[src/fci_pkg.sv]
// package of the flash command interface host controller: register map, field positions,
// flash instruction codes, coded-cycle addresses and timing counts.
// assumes a 20 mhz clock and a flash part with a byte-wide asynchronous bus.
package fci_pkg;

  // ==========================================================================
  // clock and timing
  // ==========================================================================
  localparam int CLK_PERIOD_NS = 50;
  localparam int T_STROBE_NS = 100; // least low time of write or output strobe
  localparam int STROBE_CYC = (T_STROBE_NS + CLK_PERIOD_NS - 1) / CLK_PERIOD_NS;
  localparam int T_RECOVERY_NS = 30000; // wait after a reset given during an operation
  localparam int RECOVERY_CYC = (T_RECOVERY_NS + CLK_PERIOD_NS - 1) / CLK_PERIOD_NS;

  // ==========================================================================
  // register map (byte addresses of aligned words)
  // ==========================================================================
  localparam logic [7:0] REG_CTRL = 8'h00;
  localparam logic [7:0] REG_ADDR = 8'h04;
  localparam logic [7:0] REG_WDATA = 8'h08;
  localparam logic [7:0] REG_STATUS = 8'h0c;
  localparam logic [7:0] REG_PIN = 8'h10;

  // status word fields
  localparam int ST_BUSY = 0;
  localparam int ST_DONE = 1;
  localparam int ST_FAIL = 2;
  localparam int ST_LATE = 3;
  localparam int ST_RDY = 4;
  localparam int ST_REJECT = 5;
  localparam int ST_RDATA_LSB = 8;

  // ==========================================================================
  // flash codes and coded-cycle addresses
  // ==========================================================================
  localparam logic [19:0] UNLOCK_ADDR1 = 20'h0_5555;
  localparam logic [19:0] UNLOCK_ADDR2 = 20'h0_2aaa;
  localparam logic [7:0] UNLOCK_DATA1 = 8'haa;
  localparam logic [7:0] UNLOCK_DATA2 = 8'h55;
  localparam logic [7:0] CMD_READ_RESET = 8'hf0;
  localparam logic [7:0] CMD_SIGNATURE = 8'h90;
  localparam logic [7:0] CMD_PROGRAM = 8'ha0;
  localparam logic [7:0] CMD_ERASE_SETUP = 8'h80;
  localparam logic [7:0] CMD_BLOCK_CONFIRM = 8'h30;
  localparam logic [7:0] CMD_CHIP_CONFIRM = 8'h10;
  localparam logic [7:0] CMD_SUSPEND = 8'hb0;

  // status bit positions on the data lines
  localparam int POLL_BIT = 7;
  localparam int TOGGLE_BIT = 6;
  localparam int ERROR_BIT = 5;
  localparam int ERASE_TIMER_BIT = 3;

  // ==========================================================================
  // operations ordered through the control register
  // ==========================================================================
  localparam logic [3:0] OP_RESET = 4'h0;
  localparam logic [3:0] OP_SIGNATURE = 4'h1;
  localparam logic [3:0] OP_READ = 4'h2;
  localparam logic [3:0] OP_PROGRAM = 4'h3;
  localparam logic [3:0] OP_BLOCK_ERASE = 4'h4;
  localparam logic [3:0] OP_ADD_BLOCK = 4'h5;
  localparam logic [3:0] OP_CHIP_ERASE = 4'h6;
  localparam logic [3:0] OP_SUSPEND = 4'h7;
  localparam logic [3:0] OP_RESUME = 4'h8;
  localparam logic [3:0] OP_WAIT = 4'h9;

  typedef enum logic [2:0] {CYC_WR, CYC_RD, CYC_CHK, CYC_POLL, CYC_END, CYC_BAD} fci_cyc_t;

  typedef struct packed {
    fci_cyc_t kind;
    logic [19:0] addr;
    logic [7:0] data;
  } fci_step_t;

endpackage

[src/fci_cyc_if.sv]
// interface between the command sequencer and the bus cycle engine.
// assumes both ends run on the same clock; req is a one-cycle pulse, done too.
`timescale 1ns/1ps
interface fci_cyc_if;
  logic req;
  logic wr;
  logic [19:0] addr;
  logic [7:0] wdata;
  logic done;
  logic [7:0] rdata;

  modport seq (output req, output wr, output addr, output wdata, input done, input rdata);
  modport eng (input req, input wr, input addr, input wdata, output done, output rdata);
endinterface

[src/fci_host.sv]
// host controller for a boot-block flash command interface, reached over apb.
// assumes the flash sits directly on the pins below and that software orders one
// operation at a time through the control register.
//
// Behaviour
// - every unlocked instruction starts with AAh to 5555h then 55h to 2AAAh.
// - after a reset given during program or erase, wait the recovery time.
// - signature read is unlock then 90h to 5555h; reads then return identity codes.
// - program is unlock, A0h to 5555h, then target address and data.
// - block erase is unlock, 80h to 5555h, unlock, then 30h at block address.
// - extra 30h confirms need no unlock, must beat the timeout, and restart it.
// - chip erase is unlock, 80h to 5555h, unlock, then 10h to 5555h.
// - B0h suspends a block erase; a later 30h write resumes it.
//
// Decided for this implementation: the register offsets and the APB interface to the registers.
`timescale 1ns/1ps
module fci_host
(
  input wire logic clk,
  input wire logic arst_n,
  input wire logic psel,
  input wire logic penable,
  input wire logic pwrite,
  input wire logic [7:0] paddr,
  input wire logic [31:0] pwdata,
  output logic [31:0] prdata,
  output logic pready,
  output logic pslverr,
  output logic flash_select_n,
  output logic oe_n,
  output logic we_n,
  output logic [19:0] flash_addr,
  output logic [7:0] dq_o,
  output logic dq_oe,
  input wire logic [7:0] dq_i,
  output logic flash_reset_n,
  input wire logic ready_busy_n
);

  typedef enum logic [2:0] {SQ_IDLE, SQ_STEP, SQ_WAIT, SQ_POLL, SQ_RECOVER} fci_sq_state_t;
  typedef enum logic [1:0] {PH_STEP, PH_POLL_A, PH_POLL_B, PH_CHECK} fci_phase_t;

  typedef struct packed {
    fci_sq_state_t st;
    fci_phase_t ph;
    logic [3:0] op;
    logic [3:0] step;
    logic [19:0] addr;
    logic [7:0] wdata;
    logic [7:0] rdata;
    logic tog;
    logic err_seen;
    logic need_rec;
    logic busy;
    logic done;
    logic fail;
    logic late;
    logic reject;
    logic req;
    logic req_wr;
    logic [19:0] req_addr;
    logic [7:0] req_data;
    logic [15:0] rec_cnt;
    logic rst_n;
    logic [31:0] prdata;
    logic pready;
    logic pslverr;
  } fci_host_t;

  fci_host_t s_reg;
  fci_host_t s_next;
  fci_pkg::fci_step_t cur;

  fci_cyc_if cyc ();

  // ==========================================================================
  // instruction sequences
  // ==========================================================================
  // one table entry per bus cycle; an erase is issued as whole sequences only, because
  // any deviation throws the flash back to read-array
  function automatic fci_pkg::fci_step_t step_of
  (
    input logic [3:0] op,
    input logic [3:0] n,
    input logic [19:0] a,
    input logic [7:0] d
  );
    fci_pkg::fci_step_t s;
    logic [3:0] u;
    s.kind = fci_pkg::CYC_END;
    s.addr = a;
    s.data = d;
    // erase sequences repeat the coded pair on cycles four and five
    u = ((op == fci_pkg::OP_BLOCK_ERASE) || (op == fci_pkg::OP_CHIP_ERASE)) && (n >= 4'h3) ?
        n - 4'h3 : n;
    // unlock prefix, never sent for single-cycle commands
    if ((op == fci_pkg::OP_SIGNATURE) || (op == fci_pkg::OP_PROGRAM) ||
        (op == fci_pkg::OP_BLOCK_ERASE) || (op == fci_pkg::OP_CHIP_ERASE))
    begin
      if (u == 4'h0)
      begin
        s.kind = fci_pkg::CYC_WR;
        s.addr = fci_pkg::UNLOCK_ADDR1;
        s.data = fci_pkg::UNLOCK_DATA1;
      end
      else if (u == 4'h1)
      begin
        s.kind = fci_pkg::CYC_WR;
        s.addr = fci_pkg::UNLOCK_ADDR2;
        s.data = fci_pkg::UNLOCK_DATA2;
      end
    end
    unique case (op)
      fci_pkg::OP_RESET:
        if (n == 4'h0)
        begin
          s.kind = fci_pkg::CYC_WR;
          s.data = fci_pkg::CMD_READ_RESET;
        end
      fci_pkg::OP_SIGNATURE:
        if (n == 4'h2)
        begin
          s.kind = fci_pkg::CYC_WR;
          s.addr = fci_pkg::UNLOCK_ADDR1;
          s.data = fci_pkg::CMD_SIGNATURE;
        end
        else if (n == 4'h3)
          s.kind = fci_pkg::CYC_RD;
      fci_pkg::OP_READ:
        if (n == 4'h0)
          s.kind = fci_pkg::CYC_RD;
      fci_pkg::OP_PROGRAM:
        if (n == 4'h2)
        begin
          s.kind = fci_pkg::CYC_WR;
          s.addr = fci_pkg::UNLOCK_ADDR1;
          s.data = fci_pkg::CMD_PROGRAM;
        end
        else if (n == 4'h3)
          s.kind = fci_pkg::CYC_WR;
        else if (n == 4'h4)
          s.kind = fci_pkg::CYC_POLL;
      fci_pkg::OP_BLOCK_ERASE, fci_pkg::OP_CHIP_ERASE:
        if (n == 4'h2)
        begin
          s.kind = fci_pkg::CYC_WR;
          s.addr = fci_pkg::UNLOCK_ADDR1;
          s.data = fci_pkg::CMD_ERASE_SETUP;
        end
        else if (n == 4'h5 && op == fci_pkg::OP_BLOCK_ERASE)
        begin
          s.kind = fci_pkg::CYC_WR;
          s.data = fci_pkg::CMD_BLOCK_CONFIRM;
        end
        else if (n == 4'h5)
        begin
          s.kind = fci_pkg::CYC_WR;
          s.addr = fci_pkg::UNLOCK_ADDR1;
          s.data = fci_pkg::CMD_CHIP_CONFIRM;
        end
        else if (n == 4'h6 && op == fci_pkg::OP_CHIP_ERASE)
          s.kind = fci_pkg::CYC_POLL;
      fci_pkg::OP_ADD_BLOCK:
        if (n == 4'h0)
          s.kind = fci_pkg::CYC_CHK;
        else if (n == 4'h1)
        begin
          s.kind = fci_pkg::CYC_WR;
          s.data = fci_pkg::CMD_BLOCK_CONFIRM;
        end
      fci_pkg::OP_SUSPEND:
        if (n == 4'h0)
        begin
          s.kind = fci_pkg::CYC_WR;
          s.data = fci_pkg::CMD_SUSPEND;
        end
        else if (n == 4'h1)
          s.kind = fci_pkg::CYC_POLL;
      fci_pkg::OP_RESUME:
        if (n == 4'h0)
        begin
          s.kind = fci_pkg::CYC_WR;
          s.data = fci_pkg::CMD_BLOCK_CONFIRM;
        end
      fci_pkg::OP_WAIT:
        if (n == 4'h0)
          s.kind = fci_pkg::CYC_POLL;
      default:
        s.kind = fci_pkg::CYC_BAD;
    endcase
    return s;
  endfunction

  assign cur = step_of(s_reg.op, s_reg.step, s_reg.addr, s_reg.wdata);

  // ==========================================================================
  // sequencer and register file
  // ==========================================================================
  always_comb
  begin
    s_next = s_reg;
    s_next.req = 1'b0;
    // apb: act at the edge that samples pready, answer one cycle after the access starts
    s_next.pready = 1'b0;
    s_next.pslverr = 1'b0;
    if (psel && penable && !s_reg.pready)
    begin
      s_next.pready = 1'b1;
      s_next.prdata = 32'h0000_0000;
      unique case (paddr)
        fci_pkg::REG_CTRL:
          s_next.prdata = {28'h000_0000, s_reg.op};
        fci_pkg::REG_ADDR:
          s_next.prdata = {12'h000, s_reg.addr};
        fci_pkg::REG_WDATA:
          s_next.prdata = {24'h00_0000, s_reg.wdata};
        fci_pkg::REG_STATUS:
        begin
          s_next.prdata[fci_pkg::ST_BUSY] = s_reg.busy;
          s_next.prdata[fci_pkg::ST_DONE] = s_reg.done;
          s_next.prdata[fci_pkg::ST_FAIL] = s_reg.fail;
          s_next.prdata[fci_pkg::ST_LATE] = s_reg.late;
          s_next.prdata[fci_pkg::ST_RDY] = ready_busy_n;
          s_next.prdata[fci_pkg::ST_REJECT] = s_reg.reject;
          s_next.prdata[fci_pkg::ST_RDATA_LSB +: 8] = s_reg.rdata;
        end
        fci_pkg::REG_PIN:
          s_next.prdata = {31'h000_0000, s_reg.rst_n};
        default:
          s_next.pslverr = 1'b1;
      endcase
    end
    if (psel && penable && s_reg.pready && pwrite)
    begin
      if (paddr == fci_pkg::REG_ADDR && !s_reg.busy)
        s_next.addr = pwdata[19:0];
      if (paddr == fci_pkg::REG_WDATA && !s_reg.busy)
        s_next.wdata = pwdata[7:0];
      if (paddr == fci_pkg::REG_PIN)
        s_next.rst_n = pwdata[0];
      if (paddr == fci_pkg::REG_CTRL && s_reg.busy)
        s_next.reject = 1'b1; // one operation at a time
      else if (paddr == fci_pkg::REG_CTRL)
      begin
        s_next.op = pwdata[3:0];
        s_next.step = 4'h0;
        s_next.busy = 1'b1;
        s_next.done = 1'b0;
        s_next.fail = 1'b0;
        s_next.late = 1'b0;
        s_next.reject = 1'b0;
        s_next.err_seen = 1'b0;
        s_next.need_rec = ~ready_busy_n; // reset over a running operation
        s_next.st = SQ_STEP;
      end
    end

    // command sequencer
    unique case (s_reg.st)
      SQ_IDLE:
      begin
      end
      SQ_STEP:
      begin
        s_next.ph = PH_STEP;
        s_next.req_addr = cur.addr;
        s_next.req_data = cur.data;
        unique case (cur.kind)
          fci_pkg::CYC_WR, fci_pkg::CYC_RD, fci_pkg::CYC_CHK:
          begin
            s_next.req = 1'b1;
            s_next.req_wr = (cur.kind == fci_pkg::CYC_WR);
            s_next.ph = (cur.kind == fci_pkg::CYC_CHK) ? PH_CHECK : PH_STEP;
            s_next.st = SQ_WAIT;
          end
          fci_pkg::CYC_POLL:
            s_next.st = SQ_POLL;
          fci_pkg::CYC_END:
          begin
            // a reset given over a running operation needs the recovery wait
            if (s_reg.op == fci_pkg::OP_RESET && s_reg.need_rec)
            begin
              s_next.st = SQ_RECOVER;
              s_next.rec_cnt = 16'(fci_pkg::RECOVERY_CYC);
            end
            else
            begin
              s_next.st = SQ_IDLE;
              s_next.busy = 1'b0;
              s_next.done = 1'b1;
            end
          end
          default:
          begin
            s_next.st = SQ_IDLE;
            s_next.busy = 1'b0;
            s_next.fail = 1'b1;
          end
        endcase
      end
      SQ_POLL:
      begin
        // two back-to-back status reads; a steady toggle bit means finished
        s_next.req = 1'b1;
        s_next.req_wr = 1'b0;
        s_next.req_addr = s_reg.addr;
        s_next.ph = PH_POLL_A;
        s_next.st = SQ_WAIT;
      end
      SQ_WAIT:
        if (cyc.done)
        begin
          unique case (s_reg.ph)
            PH_STEP:
            begin
              if (!s_reg.req_wr)
                s_next.rdata = cyc.rdata;
              s_next.step = s_reg.step + 4'h1;
              s_next.st = SQ_STEP;
            end
            PH_CHECK:
              if (cyc.rdata[fci_pkg::ERASE_TIMER_BIT])
              begin
                // timeout gone: a late confirm would be taken as a new command
                s_next.late = 1'b1;
                s_next.fail = 1'b1;
                s_next.busy = 1'b0;
                s_next.st = SQ_IDLE;
              end
              else
              begin
                s_next.step = s_reg.step + 4'h1;
                s_next.st = SQ_STEP;
              end
            PH_POLL_A:
            begin
              s_next.tog = cyc.rdata[fci_pkg::TOGGLE_BIT];
              s_next.req = 1'b1;
              s_next.ph = PH_POLL_B;
            end
            PH_POLL_B:
            begin
              s_next.rdata = cyc.rdata;
              if (cyc.rdata[fci_pkg::TOGGLE_BIT] == s_reg.tog)
              begin
                s_next.step = s_reg.step + 4'h1;
                s_next.st = SQ_STEP;
              end
              else if (s_reg.err_seen)
              begin
                // still toggling after the error bit: failed, return flash to read-array
                s_next.fail = 1'b1;
                s_next.op = fci_pkg::OP_RESET;
                s_next.step = 4'h0;
                s_next.need_rec = 1'b1;
                s_next.st = SQ_STEP;
              end
              else
              begin
                s_next.err_seen = cyc.rdata[fci_pkg::ERROR_BIT];
                s_next.st = SQ_POLL;
              end
            end
          endcase
        end
      SQ_RECOVER:
        if (s_reg.rec_cnt <= 16'h0001)
        begin
          s_next.st = SQ_IDLE;
          s_next.busy = 1'b0;
          s_next.done = ~s_reg.fail;
        end
        else
          s_next.rec_cnt = s_reg.rec_cnt - 16'h0001;
    endcase
  end

  // state register; the flash reset pin comes out of reset released, then follows bit 0 written to REG_PIN
  always_ff @(posedge clk or negedge arst_n)
  begin
    if (!arst_n)
      s_reg <= '{st: SQ_IDLE, ph: PH_STEP, op: 4'h0, step: 4'h0, addr: 20'h0_0000,
                 wdata: 8'h00, rdata: 8'h00, tog: 1'b0, err_seen: 1'b0, need_rec: 1'b0,
                 busy: 1'b0, done: 1'b0, fail: 1'b0, late: 1'b0, reject: 1'b0, req: 1'b0,
                 req_wr: 1'b0, req_addr: 20'h0_0000, req_data: 8'h00, rec_cnt: 16'h0000,
                 rst_n: 1'b1, prdata: 32'h0000_0000, pready: 1'b0, pslverr: 1'b0};
    else
      s_reg <= s_next;
  end

  assign cyc.req = s_reg.req;
  assign cyc.wr = s_reg.req_wr;
  assign cyc.addr = s_reg.req_addr;
  assign cyc.wdata = s_reg.req_data;
  assign prdata = s_reg.prdata;
  assign pready = s_reg.pready;
  assign pslverr = s_reg.pslverr;
  assign flash_reset_n = s_reg.rst_n;

  // ==========================================================================
  // pin cycle engine
  // ==========================================================================
  // every flash pin but flash_reset_n comes from the engine's own flip-flops
  fci_bus_engine u_engine
  (
    .clk(clk),
    .arst_n(arst_n),
    .cyc(cyc.eng),
    .flash_select_n(flash_select_n),
    .oe_n(oe_n),
    .we_n(we_n),
    .addr(flash_addr),
    .dq_o(dq_o),
    .dq_oe(dq_oe),
    .dq_i(dq_i)
  );

endmodule // fci_host

[src/fci_bus_engine.sv]
// bus cycle engine: turns one request into one asynchronous read or write cycle on the
// flash pins. assumes the requester waits for done before the next request.
`timescale 1ns/1ps
module fci_bus_engine
(
  input wire logic clk,
  input wire logic arst_n,
  fci_cyc_if.eng cyc,
  output logic flash_select_n,
  output logic oe_n,
  output logic we_n,
  output logic [19:0] addr,
  output logic [7:0] dq_o,
  output logic dq_oe,
  input wire logic [7:0] dq_i
);

  typedef enum logic [1:0] {EN_IDLE, EN_SETUP, EN_STROBE, EN_HOLD} fci_en_state_t;

  typedef struct packed {
    fci_en_state_t st;
    logic wr;
    logic [3:0] cnt;
    logic sel_n;
    logic oe_n;
    logic we_n;
    logic [19:0] addr;
    logic [7:0] dq;
    logic dq_oe;
    logic done;
    logic [7:0] rdata;
  } fci_en_t;

  fci_en_t s_reg;
  fci_en_t s_next;

  // ==========================================================================
  // cycle sequencing
  // ==========================================================================
  // address and data stand from setup to hold, so the flash takes the address on
  // the last falling edge and the data on the first rising edge of its strobes
  always_comb
  begin
    s_next = s_reg;
    s_next.done = 1'b0;
    unique case (s_reg.st)
      EN_IDLE:
        if (cyc.req)
        begin
          s_next.st = EN_SETUP;
          s_next.wr = cyc.wr;
          s_next.addr = cyc.addr;
          s_next.dq = cyc.wdata;
          s_next.dq_oe = cyc.wr;
          s_next.sel_n = 1'b0;
        end
      EN_SETUP:
      begin
        s_next.st = EN_STROBE;
        s_next.cnt = 4'(fci_pkg::STROBE_CYC - 1);
        s_next.we_n = ~s_reg.wr;
        s_next.oe_n = s_reg.wr;
      end
      EN_STROBE:
        if (s_reg.cnt == 4'h0)
        begin
          s_next.st = EN_HOLD;
          s_next.we_n = 1'b1;
          s_next.oe_n = 1'b1;
          if (!s_reg.wr)
            s_next.rdata = dq_i; // sampled at the end of the output strobe
        end
        else
          s_next.cnt = s_reg.cnt - 4'h1;
      EN_HOLD:
      begin
        s_next.st = EN_IDLE;
        s_next.sel_n = 1'b1;
        s_next.dq_oe = 1'b0;
        s_next.done = 1'b1;
      end
    endcase
  end

  // state register
  always_ff @(posedge clk or negedge arst_n)
  begin
    if (!arst_n)
    begin
      s_reg <= '{st: EN_IDLE, wr: 1'b0, cnt: 4'h0, sel_n: 1'b1, oe_n: 1'b1, we_n: 1'b1,
                 addr: 20'h0_0000, dq: 8'h00, dq_oe: 1'b0, done: 1'b0, rdata: 8'h00};
    end
    else
      s_reg <= s_next;
  end

  assign flash_select_n = s_reg.sel_n;
  assign oe_n = s_reg.oe_n;
  assign we_n = s_reg.we_n;
  assign addr = s_reg.addr;
  assign dq_o = s_reg.dq;
  assign dq_oe = s_reg.dq_oe;
  assign cyc.done = s_reg.done;
  assign cyc.rdata = s_reg.rdata;

endmodule // fci_bus_engine

[config.mk]
export PLATFORM = sky130hd
export DESIGN_NAME = fci_host
export DESIGN_NICKNAME = d
export VERILOG_FILES = /design/src/fci_pkg.sv /design/src/fci_cyc_if.sv /design/src/fci_host.sv /design/src/fci_bus_engine.sv
export SDC_FILE = /design/constraint.sdc
export NUM_CORES = 1
export LEC_CHECK = 0
export BUFFER_PORTS_ARGS = -buffer_cell sky130_fd_sc_hd__clkbuf_2
export CORE_MARGIN = 2
export CORE_UTILIZATION = 56
export CTS_CLUSTER_SIZE = 20
export DETAILED_ROUTE_END_ITERATION = 8
export GPL_TIMING_DRIVEN = 0
export PLACE_DENSITY = 0.85
export SLEW_MARGIN = 5
export SYNTH_ARGS = -nofsm -noshare
export SYNTH_HDL_FRONTEND = slang
export SYNTH_SLANG_ARGS = --single-unit
export TNS_END_PERCENT = 30
[constraint.sdc]
create_clock -name clk -period 4.23 [get_ports clk]
set_input_delay 0.6345 -clock clk [delete_from_list [all_inputs] [get_ports clk]]
set_output_delay 0.6345 -clock clk [all_outputs]
set_load 0.01 [all_outputs]
-- After elaboration in Yosys (flattened, before gate mapping)
Index checks and enable logic that the tools add are counted.
- bits in registers: 174
- bits of input ports: 54
- output and inout bits: 67
- word-level logic and storage cells: 258
- $add $sub $neg: 4
- order comparisons: 2
- equal/unequal tests: 45
- multiplexer cells: 116
- bitwise operators: 3
- reductions and logical operators: 53
- operator list (kind ; number):
    $mux W31 ; 4
    $mux W8 ; 12
    $mux W28 ; 3
    $mux W3 ; 23
    $pmux W20 S3 ; 1
    $pmux W8 S7 ; 1
    $mux W16 ; 3
    $pmux W21 S2 ; 1
    $mux W20 ; 2
    $mux W36 ; 1
    $pmux W16 S2 ; 1
    $pmux W8 S2 ; 2
    $pmux W6 S5 ; 1
    $eq A4 B3 Y1 const B ; 7
    $mux W2 ; 14
    $mux W4 ; 7
    $pmux W3 S8 ; 1
    $reduce_and A2 Y1 ; 10
    $mux W1 ; 18
    $pmux W3 S3 ; 2
    $eq A4 B2 Y1 const B ; 4
    $eq A8 B4 Y1 const B ; 2
    $le A16 B1 Y1 const B ; 1
    $logic_not A4 Y1 ; 4
    other kinds (43) ; 98

-- Logic depth before layout (Yosys ltp)
- word-level depth: 17
- mapped depth: 11
- gate-level depth less buffers: 9

-- Modules after synthesis
A second synthesis with hierarchy kept.
- cell total of the unflattened synthesis: 853
- area, all modules: 9087.5 um^2
- modules (own cells, without submodules) (module ; times used ; cells each ; area an instance (um^2) ; sequential area each (um^2)):
    fci_host ; 1 ; 675 ; 6796.5 ; 3154.3
    fci_bus_engine ; 1 ; 178 ; 2290.9 ; 1204.9

-- Worst setup path after synthesis
No wires, ideal clock.
- path type: reg-to-reg
- start point: register s_reg[125] (netlist bit)
- end point: register s_reg[40] (netlist bit)
- library setup time: 0.119 ns
- data arrival time: 2.372 ns
- required time: 4.111 ns
- path slack: 1.740 ns
- stages on the path, launching flop included: 12
- path buffers: 2
- period minus slack after synthesis: 2.490 ns
- cell sequence: dfrtp_1 > inv_1 > ha_1 > or3b_2 > buf_2 > nand3_2 > o221a_1 > a211o_4 > buf_6 > a21oi_2 > a41oi_2 > o21a_1
- word-level cells in the longest chain between the ends: 15
- elaborated cells on any way between the ends: 38
- classes of those cells: add/sub: 1; order compare: 1; eq/ne: 9; mux: 21; reduce/logical: 6
- RTL lines (item ; RTL line ; source):
    start: declaration ; fci_host.sv:70 ; fci_host_t s_reg;
    start signal: assignment ; fci_host.sv:382 ; s_reg <= '{st: SQ_IDLE, ph: PH_STEP, op: 4'h0, step: 4'h0, addr: 20'h0_0000,
    start signal: assignment ; fci_host.sv:388 ; s_reg <= s_next;
    $ge A4 B2 Y1 ; fci_host.sv:94 ; u = ((op == fci_pkg::OP_BLOCK_ERASE) || (op == fci_pkg::OP_CHIP_ERASE)) && (n >= 4'h3) ?
    $logic_and A1 B1 Y1 ; fci_host.sv:94 ;
    $mux W4 ; fci_host.sv:94 ;
    $eq A4 B1 Y1 ; fci_host.sv:106 ; else if (u == 4'h1)
    $mux W31 ; fci_host.sv:106 ;
    $mux W31 ; fci_host.sv:100 ; if (u == 4'h0)
    $mux W31 ; fci_host.sv:97 ; if ((op == fci_pkg::OP_SIGNATURE) || (op == fci_pkg::OP_PROGRAM) ||
    $mux W3 ; fci_host.sv:161 ; else if (n == 4'h6 && op == fci_pkg::OP_CHIP_ERASE)
    $mux W3 ; fci_host.sv:155 ; else if (n == 4'h5)
    $mux W3 ; fci_host.sv:150 ; else if (n == 4'h5 && op == fci_pkg::OP_BLOCK_ERASE)
    $mux W31 ; fci_host.sv:144 ; if (n == 4'h2)
    $pmux W3 S8 (*) ; fci_host.sv:113 ; unique case (op)
    $eq A3 B3 Y1 (*) ; fci_host.sv:268 ; unique case (cur.kind)
    $ne A2 B1 Y1 (no line) (*) ; -- ;
    $reduce_and A4 Y1 (no line) (*) ; -- ;
Every way passes the cells marked *; elsewhere a longest branch is shown, timed or not.
A chain may end at the register's enable or synchronous reset.

-- Worst setup path in the final report
- start point: input port paddr[1]
- end point: register s_reg (netlist bit prdata[6])
- word-level cells in the longest chain between the ends: 2
- elaborated cells on any way between the ends: 3
- classes of those cells: eq/ne: 2; mux: 1
- RTL lines (item ; RTL line ; source):
    start: declaration ; fci_host.sv:24 ; input wire logic [7:0] paddr,
    $eq A8 B4 Y1 or $eq A8 B3 Y1 (tied branches) ; fci_host.sv:210 ; unique case (paddr)
    $pmux W2 S2 (*) ; fci_host.sv:210 ;
Marks and branches as above.

==> results.toml <==
[sta]
post-route-period-util = 0.691
maxSlewHeadroom = 0.276
holdWs_ps = 224
setup_ws_ps = 1310
finClkSkew_ps = 9.78
worstMarginPinSlew_ps = 1080
timing.final.max_slew_violations = 0
fmax_mhz = 342
finalSetupViolCount = 0
hold_viol = 0
min_period_ps = 2920
tns_ps = 0
grt_setup_unrepaired = "false"

[synth]
yosysSeqAreaShare = 0.487
synth_area_um2 = 8950
synthCells = 849
ys.flop_type = "dfrtp_1"
synth_top_area_cell = "dfrtp_1"
muxShareOfSynthArea = 0.112
synth_compound_area_frac = 0.143
synth-xor-area-share = 0.0166
syn_area_per_cell_um2 = 10.5
synth-async-reset-ratio = 1.00
yosys-top-cells-count = "dfrtp_1, nand2_1, mux2_2"
synth_edf_count = 0
synth-seq-cells = 174
synth_top_cell_area_share = 0.475
yosysUniqueCellTypes = 84
synthAdderAreaFrac = 0.0168
synth-simple-area-share = 0.144
yosysMostFrequentCell = "dfrtp_1"
synth_area_leaders = "dfrtp_1, mux2_2, buf_4"
synth_warnings = 0
synth_top_family_by_area = "simple AND/OR/NAND/NOR gates"

[clocking]
cts_resized = 0
clock-sinks = 174
clockBufferDepth = 2
ctsHoldBuffers = 0
cts_setup_buffers = 0
clk_pin_slew_ps = 70
cts_tree = "yes"
insertion_delay_ps = 440
h-tree-depth = 4
numCtsBuffers = 17
cts-root-buf = "clkbuf_16"

[final_layout]
largest_register_ffs = 73
diodes = 0
areaGrowthSynthToFinish_pct = 16.0
layoutNonFillerInstCount = 1205
nets = 1042
drive_gt1_frac = 0.325

[worst_setup_path]
r2r_cells = 10
required_ps = 4520
path_max_fanout = 10
path_cells = "clkbuf_2, or4_1, nor3_1, nand2_1, nor2_1, clkbuf_1, a32oi_1, o21ai_0"
end_kind = "register"
critPathArrivalTime_ps = 3210
worstSetupPathType = "primary input to register"
cp-start-kind = "primary input"
critPathMaxStageDelay_ps = 610
slowest_stage = "or4_1"

[floorplanning]
start_util = 0.568
core_area_um2 = 15800
rows = 46
die_y_um = 130
die_x_um = 130
io_pins = 121
dieArea_um2 = 17000

[run]
cap_violations = 0

[placed_design]
dp_hpwl_um = 16100
globalplace.congestion = 0.949
io_buffers = 96
place_ws_ps = 1260
dp_cells = 1173

[status]
run_status = "complete, no violations"

[drt]
num_vias = 7083
via_per_inst = 5.88
dr.first_iter.drc_count = 637
dr.pass1.iters = 5
ant_nets = 0
routed_wl_um = 22900
wire_per_inst_um = 19.0
drc = 0

[power]
leakagePower_nw = 5.06
power-per-cell-area_nw_per_um2 = 458
peakVddDrop_v = 0.000371

[grt]
grt_antenna_before_repair = 0
grt_pass1_vias = 6975
grt_max_degree = 92
grt_pass1_wl_um = 36000
grt_util_all_layers = 0.277
grt.overflow.total = 0

[min_path]
hp-class = "primary input to asynchronous set/reset pin"
[worst max-delay path: cells and delay by family]
family	cells	cell delay [ps]
compound gates	2	600
simple gates	4	1350
buf+inv	2	610
[layout make-up]
cell class / count / area (um^2)
plain buffers: 103 / 648
clock buffers: 21 / 470
clock inverters: 11 / 131
fillers: 1239 / 5390
inverters: 18 / 67.6
multi-input cells: 565 / 3920
flip-flops and latches: 174 / 4360
well taps: 216 / 270
repair buffers: 97 / 517
[cells in the final DEF, fill, tap and decap left out, types with 12 or more instances in the layout]
master / Yosys / final
dfrtp_1: 170 / 170
nor2_1: 53 / 53
a21oi_1: 40 / 40
nor2b_1: 12 / 12
nor3_1: 13 / 13
clkbuf_1: 26 / 27
inv_1: 17 / 17
nand3_1: 22 / 22
buf_4: 62 / 62
conb_1: 1 / 12
mux2_2: 72 / 72
clkbuf_16: 0 / 17
clkbuf_2: 0 / 95
xnor2_1: 14 / 14
nand2_1: 97 / 97
o21ai_0: 38 / 38
ha_1: 12 / 12
[through the flow]
stage          area [um^2]   util  power, mW
6_report             10400  0.659       4.76
5_1_grt              10400  0.659       4.98
4_1_cts              10400  0.659       4.77
3_5_place_dp          9780  0.620       3.16
3_3_place_gp          9750  0.618       3.11
2_1_floorplan         9000      -       2.83
[kinds of logic after synthesis]
family / count (synthesis)
AOI/OAI and AO/OA: 174
xor gates and xnor gates: 17
adders and majority gates: 12
buffers and inverters: 121
DFF: 174
muxes: 87
other: 1
and+or+nand+nor: 263
[per-layer routing]
metal  share of wire  global-route usage
met5               0                   0
met1            0.41               0.360
met4           0.029               0.103
met3           0.073              0.0676
met2            0.48               0.454
[path summary, 6_finish.rpt]
path / slack [ps] / endpoint / start
setup / recovery: 1310 / prdata[6] / paddr[1]
hold / removal: 220 / cyc.req / arst_n
setup reg to reg: 1370 / s_reg[85] / s_reg[125]
hold reg to reg: 480 / prdata[3] / prdata[3]
max in group asynchronous: 3060 / flash_reset_n / arst_n
min in group clk: 430 / s_reg[118] / pwdata[13]
[where the power goes]
group	switching, mW	internal [mW]
clock	0.676	0.923
combinational	0.653	0.475
sequential	0.149	1.89
total	1.48	3.28
Power figures use the tool's default switching activity.
